`src/nv_pkg.sv`:
```
package nv_pkg;

  // Register byte addresses on the bus, one aligned word each
  localparam logic [7:0] ADDR_DATA = 8'h00;
  localparam logic [7:0] ADDR_LOC = 8'h04;
  localparam logic [7:0] ADDR_CTRL = 8'h08;
  localparam logic [7:0] ADDR_UNLOCK = 8'h0c;
  localparam logic [7:0] ADDR_FLAG = 8'h10;

  // Control register field positions
  localparam int CTRL_FETCH = 0;
  localparam int CTRL_PROG = 1;
  localparam int CTRL_PERMIT = 2;
  localparam int CTRL_ABORT = 3;

  // Flag register field position
  localparam int FLAG_DONE = 0;

  // Array geometry
  localparam int LOC_W = 8;
  localparam int ARRAY_DEPTH = 256;

  // Unlock keys and fixed byte, field and word values
  localparam logic [7:0] UNLOCK_KEY1 = 8'h55;
  localparam logic [7:0] UNLOCK_KEY2 = 8'haa;
  localparam logic [7:0] ERASED_BYTE = 8'hff;
  localparam logic [7:0] ZERO_BYTE = 8'h00;
  localparam logic [3:0] ZERO_NIBBLE = 4'h0;
  localparam logic [6:0] ZERO_SEVEN = 7'h00;
  localparam logic [23:0] ZERO_UPPER = 24'h000000;
  localparam logic [31:0] ZERO_WORD = 32'h00000000;

  // Timing: program time in microseconds, clock in MHz
  localparam int CLK_MHZ = 40;
  localparam int PROG_TIME_US = 5;
  localparam int PROG_CYCLES = PROG_TIME_US * CLK_MHZ;
  // One more than the most idle cycles allowed between two steps of the unlock sequence
  localparam int UNLOCK_GAP_CYC = 4;
  localparam int CNT_W = 16;
  localparam int GAP_W = 8;

  // Unlock sequencer states
  typedef enum logic [1:0] {
    UNL_IDLE = 2'b00,
    UNL_KEY1 = 2'b01,
    UNL_ARMED = 2'b10
  } unlock_t;

endpackage

```
`src/nv_access.sv`:
```
// Behaviour
// 256-byte array addressed by 8-bit location register
// Program erases location then stores new byte
// Internal timer ends program; start bit clears
// Protected: CPU works, programmer reads zeros
// Fetch/program bits set-only; hardware clears them
// Permit bit 2 gates programming; zero after power-up
// Abort bit 3 set by reset mid-program
// Any reset clears location and data registers
// Done flag set on completion; software clears
// Unlock port stores nothing, reads zero
// Software leaves registers alone while programming
// Control bits 7..4 read zero
// Fetch loads data register next cycle
// Data register holds until fetch or write
// Program-start bit 1 reads one while busy
// Program needs 55h, AAh, then start bit
// Start bit refused while permit is zero
// Permit unaffected by hardware; clearing mid-program harmless (here any pin, watchdog or supply-dip reset clears permit)
// Program time is a parameterised cycle count
// Reset mid-program aborts, records abort flag
//
// The address map and register access over Wishbone were chosen for this implementation.
module nv_access #(
  parameter int PROG_CYC = nv_pkg::PROG_CYCLES,
  parameter int GAP_CYC = nv_pkg::UNLOCK_GAP_CYC
) (
  input wire logic CORE_CLK_IN,
  input wire logic RESETN_IN,
  input wire logic PIN_RESET_IN,
  input wire logic WATCHDOG_RESET_IN,
  input wire logic SUPPLY_DIP_RESET_IN,
  input wire logic WB_CYC_IN,
  input wire logic WB_STB_IN,
  input wire logic WB_WE_IN,
  input wire logic [7:0] WB_ADR_IN,
  input wire logic [3:0] WB_SEL_IN,
  input wire logic [31:0] WB_DAT_IN,
  output logic [31:0] WB_DAT_OUT,
  output logic WB_ACK_OUT,
  input wire logic PROTECT_IN,
  input wire logic PROG_RD_IN,
  input wire logic [7:0] PROG_ADDR_IN,
  output logic [7:0] PROG_DATA_OUT,
  output logic PROGRAM_DONE_OUT,
  output logic BUSY_OUT
);

  // Address compare, used for every register decode
  function automatic logic addr_is(input logic [7:0] adr, input logic [7:0] off);
    addr_is = (adr == off);
  endfunction

  logic [7:0] mem [nv_pkg::ARRAY_DEPTH];

  logic ack_q;
  logic [31:0] rdat_q;
  logic [7:0] data_q;
  logic [7:0] data_d;
  logic [7:0] loc_q;
  logic [7:0] loc_d;
  logic fetch_q;
  logic fetch_d;
  logic prog_q;
  logic prog_d;
  logic permit_q;
  logic permit_d;
  logic abort_q;
  logic abort_d;
  logic done_q;
  logic done_d;
  logic [nv_pkg::CNT_W-1:0] cnt_q;
  logic [nv_pkg::CNT_W-1:0] cnt_d;
  logic [7:0] prog_loc_q;
  logic [7:0] prog_dat_q;
  logic [7:0] pgm_out_q;
  logic [nv_pkg::GAP_W-1:0] gap_q;
  logic [nv_pkg::GAP_W-1:0] gap_d;
  nv_pkg::unlock_t unl_q;
  nv_pkg::unlock_t unl_d;

  // Bus request decode
  wire dev_rst = PIN_RESET_IN | WATCHDOG_RESET_IN | SUPPLY_DIP_RESET_IN;
  wire req = WB_CYC_IN & WB_STB_IN;
  wire take = req & ack_q;
  wire wr_take = take & WB_WE_IN & WB_SEL_IN[0];
  wire [7:0] wdat = WB_DAT_IN[7:0];
  wire hit_data = addr_is(WB_ADR_IN, nv_pkg::ADDR_DATA);
  wire hit_loc = addr_is(WB_ADR_IN, nv_pkg::ADDR_LOC);
  wire hit_ctrl = addr_is(WB_ADR_IN, nv_pkg::ADDR_CTRL);
  wire hit_unlock = addr_is(WB_ADR_IN, nv_pkg::ADDR_UNLOCK);
  wire hit_flag = addr_is(WB_ADR_IN, nv_pkg::ADDR_FLAG);
  wire wr_data = wr_take & hit_data;
  wire wr_loc = wr_take & hit_loc;
  wire wr_ctrl = wr_take & hit_ctrl;
  wire wr_unlock = wr_take & hit_unlock;
  wire wr_flag = wr_take & hit_flag;

  // Unlock step timing and program start qualification
  wire gap_ok = (gap_q < GAP_CYC[nv_pkg::GAP_W-1:0]);
  wire key1 = wr_unlock & (wdat == nv_pkg::UNLOCK_KEY1);
  wire key2 = wr_unlock & (wdat == nv_pkg::UNLOCK_KEY2);
  wire start_req = wr_ctrl & wdat[nv_pkg::CTRL_PROG];
  wire armed = (unl_q == nv_pkg::UNL_ARMED) & gap_ok;
  wire prog_start = start_req & armed & permit_q & ~prog_q & ~dev_rst;
  wire prog_end = prog_q & (cnt_q == nv_pkg::CNT_W'(PROG_CYC - 1));
  wire prog_cut = prog_q & dev_rst;

  // Read data selection; the unlock port has no storage behind it
  wire [7:0] ctrl_rd = {nv_pkg::ZERO_NIBBLE, abort_q, permit_q, prog_q, fetch_q};
  wire [7:0] rd_byte = hit_data ? data_q :
                       hit_loc ? loc_q :
                       hit_ctrl ? ctrl_rd :
                       hit_flag ? {nv_pkg::ZERO_SEVEN, done_q} :
                       nv_pkg::ZERO_BYTE;

  // Unlock sequencer: any other access in between drops the sequence
  always_comb begin
    unl_d = unl_q;
    gap_d = gap_q;
    if (dev_rst) begin
      unl_d = nv_pkg::UNL_IDLE;
      gap_d = '0;
    end else if (take) begin
      gap_d = '0;
      case (unl_q)
        nv_pkg::UNL_IDLE: begin
          unl_d = key1 ? nv_pkg::UNL_KEY1 : nv_pkg::UNL_IDLE;
        end
        nv_pkg::UNL_KEY1: begin
          if (key2 && gap_ok) begin
            unl_d = nv_pkg::UNL_ARMED;
          end else begin
            unl_d = key1 ? nv_pkg::UNL_KEY1 : nv_pkg::UNL_IDLE;
          end
        end
        nv_pkg::UNL_ARMED: begin
          unl_d = key1 ? nv_pkg::UNL_KEY1 : nv_pkg::UNL_IDLE;
        end
        default: begin
          unl_d = nv_pkg::UNL_IDLE;
        end
      endcase
    end else begin
      if (!gap_ok) begin
        unl_d = nv_pkg::UNL_IDLE;
      end else begin
        gap_d = gap_q + 1'b1;
      end
    end
  end

  // Control bits; hardware events win over software writes
  always_comb begin
    fetch_d = fetch_q;
    prog_d = prog_q;
    permit_d = permit_q;
    abort_d = abort_q;
    done_d = done_q;
    cnt_d = '0;
    if (fetch_q) begin
      fetch_d = 1'b0;
    end else if (wr_ctrl && wdat[nv_pkg::CTRL_FETCH]) begin
      fetch_d = 1'b1;
    end
    if (prog_q) begin
      cnt_d = cnt_q + 1'b1;
    end
    if (dev_rst || prog_end) begin
      prog_d = 1'b0;
    end else if (prog_start) begin
      prog_d = 1'b1;
    end
    if (dev_rst) begin
      permit_d = 1'b0;
    end else if (wr_ctrl) begin
      permit_d = wdat[nv_pkg::CTRL_PERMIT];
    end
    if (prog_cut) begin
      abort_d = 1'b1;
    end else if (wr_ctrl) begin
      abort_d = wdat[nv_pkg::CTRL_ABORT];
    end
    if (prog_end) begin
      done_d = 1'b1;
    end else if (wr_flag && !wdat[nv_pkg::FLAG_DONE]) begin
      done_d = 1'b0;
    end
    if (dev_rst) begin
      fetch_d = 1'b0;
    end
  end

  // Location and data byte registers
  always_comb begin
    loc_d = loc_q;
    data_d = data_q;
    if (dev_rst) begin
      loc_d = '0;
      data_d = '0;
    end else begin
      if (wr_loc) begin
        loc_d = wdat;
      end
      if (fetch_q) begin
        data_d = mem[loc_q];
      end else if (wr_data) begin
        data_d = wdat;
      end
    end
  end

  // Wishbone slave: ack one cycle after the strobe, dropped the next
  always_ff @(posedge CORE_CLK_IN or negedge RESETN_IN) begin
    if (!RESETN_IN) begin
      ack_q <= 1'b0;
    end else begin
      ack_q <= req & ~ack_q;
    end
  end

  // Read data is zero outside a read answer, so stale bytes never leak
  always_ff @(posedge CORE_CLK_IN or negedge RESETN_IN) begin
    if (!RESETN_IN) begin
      rdat_q <= nv_pkg::ZERO_WORD;
    end else begin
      rdat_q <= (req && !ack_q && !WB_WE_IN) ? {nv_pkg::ZERO_UPPER, rd_byte} : nv_pkg::ZERO_WORD;
    end
  end

  // Sequencer state
  always_ff @(posedge CORE_CLK_IN or negedge RESETN_IN) begin
    if (!RESETN_IN) begin
      unl_q <= nv_pkg::UNL_IDLE;
    end else begin
      unl_q <= unl_d;
    end
  end

  // Idle cycles since the last bus access
  always_ff @(posedge CORE_CLK_IN or negedge RESETN_IN) begin
    if (!RESETN_IN) begin
      gap_q <= '0;
    end else begin
      gap_q <= gap_d;
    end
  end

  // Fetch strobe, lives for one cycle only
  always_ff @(posedge CORE_CLK_IN or negedge RESETN_IN) begin
    if (!RESETN_IN) begin
      fetch_q <= 1'b0;
    end else begin
      fetch_q <= fetch_d;
    end
  end

  // Program-start bit, doubles as busy
  always_ff @(posedge CORE_CLK_IN or negedge RESETN_IN) begin
    if (!RESETN_IN) begin
      prog_q <= 1'b0;
    end else begin
      prog_q <= prog_d;
    end
  end

  // Permit is clear after power-up, so no stray program can start
  always_ff @(posedge CORE_CLK_IN or negedge RESETN_IN) begin
    if (!RESETN_IN) begin
      permit_q <= 1'b0;
    end else begin
      permit_q <= permit_d;
    end
  end

  // Abort flag; power-up has no program to cut, so it starts clear
  always_ff @(posedge CORE_CLK_IN or negedge RESETN_IN) begin
    if (!RESETN_IN) begin
      abort_q <= 1'b0;
    end else begin
      abort_q <= abort_d;
    end
  end

  // Program-done flag
  always_ff @(posedge CORE_CLK_IN or negedge RESETN_IN) begin
    if (!RESETN_IN) begin
      done_q <= 1'b0;
    end else begin
      done_q <= done_d;
    end
  end

  // Program timer
  always_ff @(posedge CORE_CLK_IN or negedge RESETN_IN) begin
    if (!RESETN_IN) begin
      cnt_q <= '0;
    end else begin
      cnt_q <= cnt_d;
    end
  end

  // Location register
  always_ff @(posedge CORE_CLK_IN or negedge RESETN_IN) begin
    if (!RESETN_IN) begin
      loc_q <= '0;
    end else begin
      loc_q <= loc_d;
    end
  end

  // Data byte register
  always_ff @(posedge CORE_CLK_IN or negedge RESETN_IN) begin
    if (!RESETN_IN) begin
      data_q <= '0;
    end else begin
      data_q <= data_d;
    end
  end

  // Program target latched at start, so late register writes cannot corrupt it
  always_ff @(posedge CORE_CLK_IN or negedge RESETN_IN) begin
    if (!RESETN_IN) begin
      prog_loc_q <= '0;
      prog_dat_q <= '0;
    end else if (prog_start) begin
      prog_loc_q <= loc_q;
      prog_dat_q <= data_q;
    end
  end

  // Array update: a full byte replaces the location, erase is implied
  always_ff @(posedge CORE_CLK_IN) begin
    if (prog_end && !dev_rst) begin
      mem[prog_loc_q] <= prog_dat_q;
    end else if (prog_cut) begin
      mem[prog_loc_q] <= nv_pkg::ERASED_BYTE;
    end
  end

  // Programmer read port; protection hides contents, CPU path unaffected
  always_ff @(posedge CORE_CLK_IN or negedge RESETN_IN) begin
    if (!RESETN_IN) begin
      pgm_out_q <= '0;
    end else if (PROG_RD_IN) begin
      pgm_out_q <= PROTECT_IN ? nv_pkg::ZERO_BYTE : mem[PROG_ADDR_IN];
    end
  end

  assign WB_ACK_OUT = ack_q;
  assign WB_DAT_OUT = rdat_q;
  assign PROG_DATA_OUT = pgm_out_q;
  assign PROGRAM_DONE_OUT = done_q;
  assign BUSY_OUT = prog_q;

endmodule // nv_access

```
`config.mk`:
```
export PLATFORM = sky130hd
export DESIGN_NAME = nv_access
export DESIGN_NICKNAME = d
export VERILOG_FILES = /design/src/nv_pkg.sv /design/src/nv_access.sv
export SDC_FILE = /design/constraint.sdc
export NUM_CORES = 2
export LEC_CHECK = 0
export ABC_CLOCK_PERIOD_IN_PS = 7900
export BUFFER_PORTS_ARGS = -buffer_cell sky130_fd_sc_hd__buf_2
export CAP_MARGIN = 20
export CORE_ASPECT_RATIO = 1.4
export CORE_MARGIN = 1.5
export CORE_UTILIZATION = 54
export CTS_CLUSTER_DIAMETER = 150
export CTS_CLUSTER_SIZE = 24
export DETAILED_ROUTE_END_ITERATION = 7
export PLACE_DENSITY_LB_ADDON = 0.05
export RECOVER_POWER = 100
export REMOVE_ABC_BUFFERS = 1
export SETUP_SLACK_MARGIN = 0.3
export SLEW_MARGIN = 20
export SYNTH_ARGS = -nofsm -noshare
export SYNTH_HDL_FRONTEND = slang
export SYNTH_SLANG_ARGS = --single-unit
```
`constraint.sdc`:
```
create_clock -name CORE_CLK_IN -period 7.9 [get_ports CORE_CLK_IN]
set_input_delay 0 -clock CORE_CLK_IN [delete_from_list [all_inputs] [get_ports CORE_CLK_IN]]
set_output_delay 0 -clock CORE_CLK_IN [all_outputs]
set_load 0.02 [all_outputs]
```
==> results_tabular.tex <==
\begin{tabular}{lr}
\hline
Metric & Value \\
\hline
\multicolumn{2}{l}{\textbf{STA}} \\
Rel. slew slack & -186\% \\
Crit share post-route & 77.5\% \\
Worst-margin pin slew & 4.30 ns \\
Max-slew violation count & 1554 \\
Worst setup skew after layout & 0.0298 ns \\
Final setup violating endpoints & 0 \\
Number of hold-slack violations in the final timing report & 0 \\
Fmax & 163 MHz \\
Setup repair after global routing missed its margin & false \\
Clock period minus final worst setup slack & 6.12 ns \\
\multicolumn{2}{l}{\textbf{Floorplan}} \\
Placeable core area & 183000 µm² \\
Initial Utilization & 54.3\% \\
Die outline height & 511 µm \\
Die X-Extent & 366 µm \\
Std-Cell Rows & 186 \\
Die outline area & 187000 µm² \\
I/O pin total & 105 \\
\multicolumn{2}{l}{\textbf{Cells and area}} \\
Commonest non-fill, non-tap cell in the layout & sky130\_fd\_sc\_hd\_\_edfxtp\_1 \\
Final layout net count & 5440 \\
Area of the multi-input gates & 33900 µm² \\
Share of final-layout standard cells stronger than drive strength 1 & 22.7\% \\
Top library cells by usage in the layout, fill and taps aside & sky130\_fd\_sc\_hd\_\_edfxtp\_1 (2048), sky130\_fd\_sc\_hd\_\_mux4\_2 (945), sky130\_fd\_sc\_hd\_\_mux2i\_1 (388) \\
Layout fillers & 14000 \\
Layout Area Growth over Synthesis & 5.64\% \\
Sequential standard cell area & 63500 µm² \\
Design Area, Final & 105000 µm² \\
Final design utilization & 57.4\% \\
\multicolumn{2}{l}{\textbf{Worst setup path}} \\
Max Fanout on Critical Path & 76 \\
Ordered cell list for the critical path & clkbuf\_1, buf\_12, nand2b\_4, buf\_4, o221ai\_1, o22ai\_1, o21ai\_0, nand4\_1, a31o\_1, a21oi\_1 \\
Type of destination of the critical path & flip-flop \\
Startpoint of the worst setup timing path & PROG\_ADDR\_IN[2] \\
Delay contributed by the slowest stage of the critical path & 2.91 ns \\
Worst reg2reg startpoint & loc\_q[0] \\
Critical path start-end classification & in2reg \\
Number of buffer and inverter instances along the worst setup path & 3 \\
WP data required & 8.61 ns \\
Nature of the critical path startpoint & input port \\
Slowest cell on the critical path & sky130\_fd\_sc\_hd\_\_clkbuf\_1 \\
Kind of cell with the highest combined delay on the critical path & buffers and inverters \\
WP data arrival & 6.83 ns \\
\multicolumn{2}{l}{\textbf{Job}} \\
Number of maximum-capacitance constraint violations & 38 \\
\multicolumn{2}{l}{\textbf{Drt}} \\
Per-cell routed wire length & 40.7 µm \\
Number of remaining DRC errors & 0 \\
DRC violation total after the first TritonRoute iteration & 7489 \\
Wirelength, routed & 320000 µm \\
Number of vias per cell after detailed routing & 7.30 \\
Number of vias after detailed routing & 57400 \\
ANT nets after route & 0 \\
Pre-antenna DRT Iters & 5 \\
\multicolumn{2}{l}{\textbf{Synthesis}} \\
Proportion of synthesized flip-flops having asynchronous set or reset & 3.76\% \\
Cell count after synthesis & 5456 \\
Number of different library cells in the post-synthesis netlist & 71 \\
Number of synthesized register bits & 2128 \\
Top FF cell, synth & sky130\_fd\_sc\_hd\_\_edfxtp\_1 \\
Area of the mapped netlist & 99600 µm² \\
Number of warnings issued by yosys & 0 \\
Synthesized area divided by synthesized cell count & 18.2 µm² \\
Sequential fraction of the synthesis area & 63.8\% \\
Number of synthesized flops with an enable pin & 2048 \\
\multicolumn{2}{l}{\textbf{Clock network}} \\
Later-pin clock latency in the skew report & 0.80 ns \\
Post-CTS Repair Setup Buffers & 0 \\
Clock-pin slew on the worst setup and hold paths & 0.11 ns \\
Clock Root Buffer & sky130\_fd\_sc\_hd\_\_clkbuf\_16 \\
Total clock sinks & 2128 \\
H-tree lvl count & 3 \\
TritonCTS clock tree & built \\
Deepest clock path buffer count & 3 \\
CTS buffer count & 98 \\
\multicolumn{2}{l}{\textbf{Status}} \\
Status & finished, violations left \\
Violated checks & max-capacitance violations, max-slew violations \\
\multicolumn{2}{l}{\textbf{Global routing}} \\
Total routing usage reported by global routing & 34.1\% \\
Wire length of the first global-routing pass & 445000 µm \\
Number of antenna violations at the first check in global routing & 16 \\
Via count of the first global-routing pass & 57600 \\
Maximum number of pins on one net before global-route repair & 209 \\
GR Overflow Total & 0 \\
\multicolumn{2}{l}{\textbf{Min path}} \\
Hold wc startpoint & WB\_WE\_IN \\
Worst min path class & in2reg \\
\multicolumn{2}{l}{\textbf{Power and ir drop}} \\
Power per cell area & 179 nW/µm² \\
Peak ir drop on the vdd network & 176 µV \\
Leakage & 26.2 nW \\
Overall power of the completed layout & 0.0188 W \\
\multicolumn{2}{l}{\textbf{Placed design}} \\
Area after detailed placement & 102000 µm² \\
DPL Wire Length & 209000 µm \\
Count of input and output buffers & 53 \\
RePlAce Congestion & 0.968 \\
\hline
\end{tabular}
==> tightest hold or removal path: cells and delay by family <==
family | cells | cell delay, ns
buffers and inverters | 1 | 0.09
AND/OR/NAND/NOR | 2 | 0.71
==> where the power goes <==
group	total, W	internal, W	switching [W]
Combinational	0.000687	0.000214	0.000474
Clock	0.00595	0.00241	0.00355
Sequential	0.0122	0.0122	0.0000102
==> cell type report <==
| cell class | count | share of cell area, % |
|---|---|---|
| tap | 2444 | 2.91 |
| antenna | 2 | 0.00476 |
| sequential | 2128 | 60.4 |
| multi-input combinational | 2901 | 32.3 |
| clock inverter | 2 | 0.0167 |
| clock buffer | 143 | 2.59 |
| inverter | 10 | 0.0428 |
| timing repair buffer | 237 | 1.79 |
==> layer usage <==
metal	share of wire (%)	vias to the layer above	wire length [µm]	track usage [%]
met5	0.018	-	59	0
met4	5.8	8	18500	16.8
met3	9.5	646	30400	6.30
met2	49	3286	156000	55.2
met1	36	30700	115000	44.9
li1	-	22700	-	-
==> cell usage after synthesis (9+ instances only) <==
cell type / number / area (µm²)
sky130_fd_sc_hd__edfxtp_1: 2048 / 61500
sky130_fd_sc_hd__mux4_2: 945 / 21300
sky130_fd_sc_hd__mux2i_1: 388 / 3880
sky130_fd_sc_hd__nor2_1: 319 / 1200
sky130_fd_sc_hd__nand2_1: 282 / 1060
sky130_fd_sc_hd__clkbuf_1: 205 / 769
sky130_fd_sc_hd__o22ai_1: 129 / 807
sky130_fd_sc_hd__o221ai_1: 119 / 1040
sky130_fd_sc_hd__buf_2: 104 / 521
sky130_fd_sc_hd__a21oi_1: 101 / 505
sky130_fd_sc_hd__dfrtp_1: 80 / 2000
sky130_fd_sc_hd__buf_4: 79 / 593
sky130_fd_sc_hd__nand3_1: 79 / 395
sky130_fd_sc_hd__nor3_1: 67 / 335
sky130_fd_sc_hd__o21ai_0: 63 / 315
sky130_fd_sc_hd__a32oi_1: 44 / 385
sky130_fd_sc_hd__buf_1: 41 / 154
sky130_fd_sc_hd__a22oi_1: 40 / 300
sky130_fd_sc_hd__nor2b_1: 29 / 181
sky130_fd_sc_hd__nand4_1: 24 / 150
sky130_fd_sc_hd__nand2b_1: 21 / 131
sky130_fd_sc_hd__and3_1: 15 / 93.8
sky130_fd_sc_hd__a211oi_1: 14 / 105
sky130_fd_sc_hd__nor4_1: 13 / 81.3
sky130_fd_sc_hd__o211ai_1: 13 / 97.6
sky130_fd_sc_hd__and2_1: 12 / 75.1
sky130_fd_sc_hd__or3_1: 12 / 75.1
sky130_fd_sc_hd__buf_6: 11 / 124
sky130_fd_sc_hd__a22o_1: 10 / 87.6
sky130_fd_sc_hd__mux2_2: 10 / 113
sky130_fd_sc_hd__mux2_4: 10 / 150
sky130_fd_sc_hd__a21boi_0: 9 / 67.6
==> final timing paths <==
path | endpoint | slack, ns | cells past startpoint
setup / recovery | PROG_DATA_OUT[0] | 1.78 | 10
hold / removal | WB_DAT_OUT[4] | 0.08 | 3
setup reg to reg | data_q[6] | 1.92 | 7
hold reg to reg | cnt_q[0] | 0.47 | 1
max in group asynchronous | loc_q[2] | 4.51 | 4
min in group asynchronous | PROGRAM_DONE_OUT | 1.13 | 4
==> registers in the layout (all words and copies together) (netlist names) <==
name,cells
prog_dat_q,8
prog_loc_q,8
PROG_DATA_OUT,8
PROGRAM_DONE_OUT,1
permit_q,1
BUSY_OUT,1
data_q,8
loc_q,8
abort_q,1
cnt_q,16
fetch_q,1
WB_DAT_OUT,8
gap_q,8
WB_ACK_OUT,1
unl_q,2
mem,2048
==> cells by family (layout without fill, tap and decap cells) <==
logic type | after synthesis | in the layout | share of synthesized area (%)
DFF | 2128 | 2128 | 63.8
xor gates and xnor gates | 9 | 9 | 0.0792
other | 1 | 26 | 0.00377
buffers and inverters | 450 | 392 | 2.21
AOI/OAI and AO/OA | 602 | 602 | 4.25
and+or+nand+nor | 911 | 911 | 4.10
muxes | 1353 | 1353 | 25.5
adders and majority gates | 2 | 2 | 0.0251
==> through the flow <==
step | hold WS [ns] | setup WS (ns) | setup TNS (ns) | std cells
6_report | 0.0772 | 1.78 | 0 | 7867
3_5_place_dp | 0.0252 | 3.32 | 0 | 7678
5_1_grt | 0.0518 | 1.59 | 0 | 7866
2_1_floorplan | -0.296 | -13.56 | -148.51 | 5039
3_3_place_gp | 0.0231 | 3.24 | 0 | 7677
4_1_cts | 0.00455 | 3.29 | 0 | 7864
==> repair_timing <==
| action | in CTS | in global routing |
|---|---|---|
| gates resized for setup | 0 | 0 |
| hold buffers | 41 | 0 |
| hold endpoints to repair | 128 | 0 |
(Power assumes the default switching activity.)
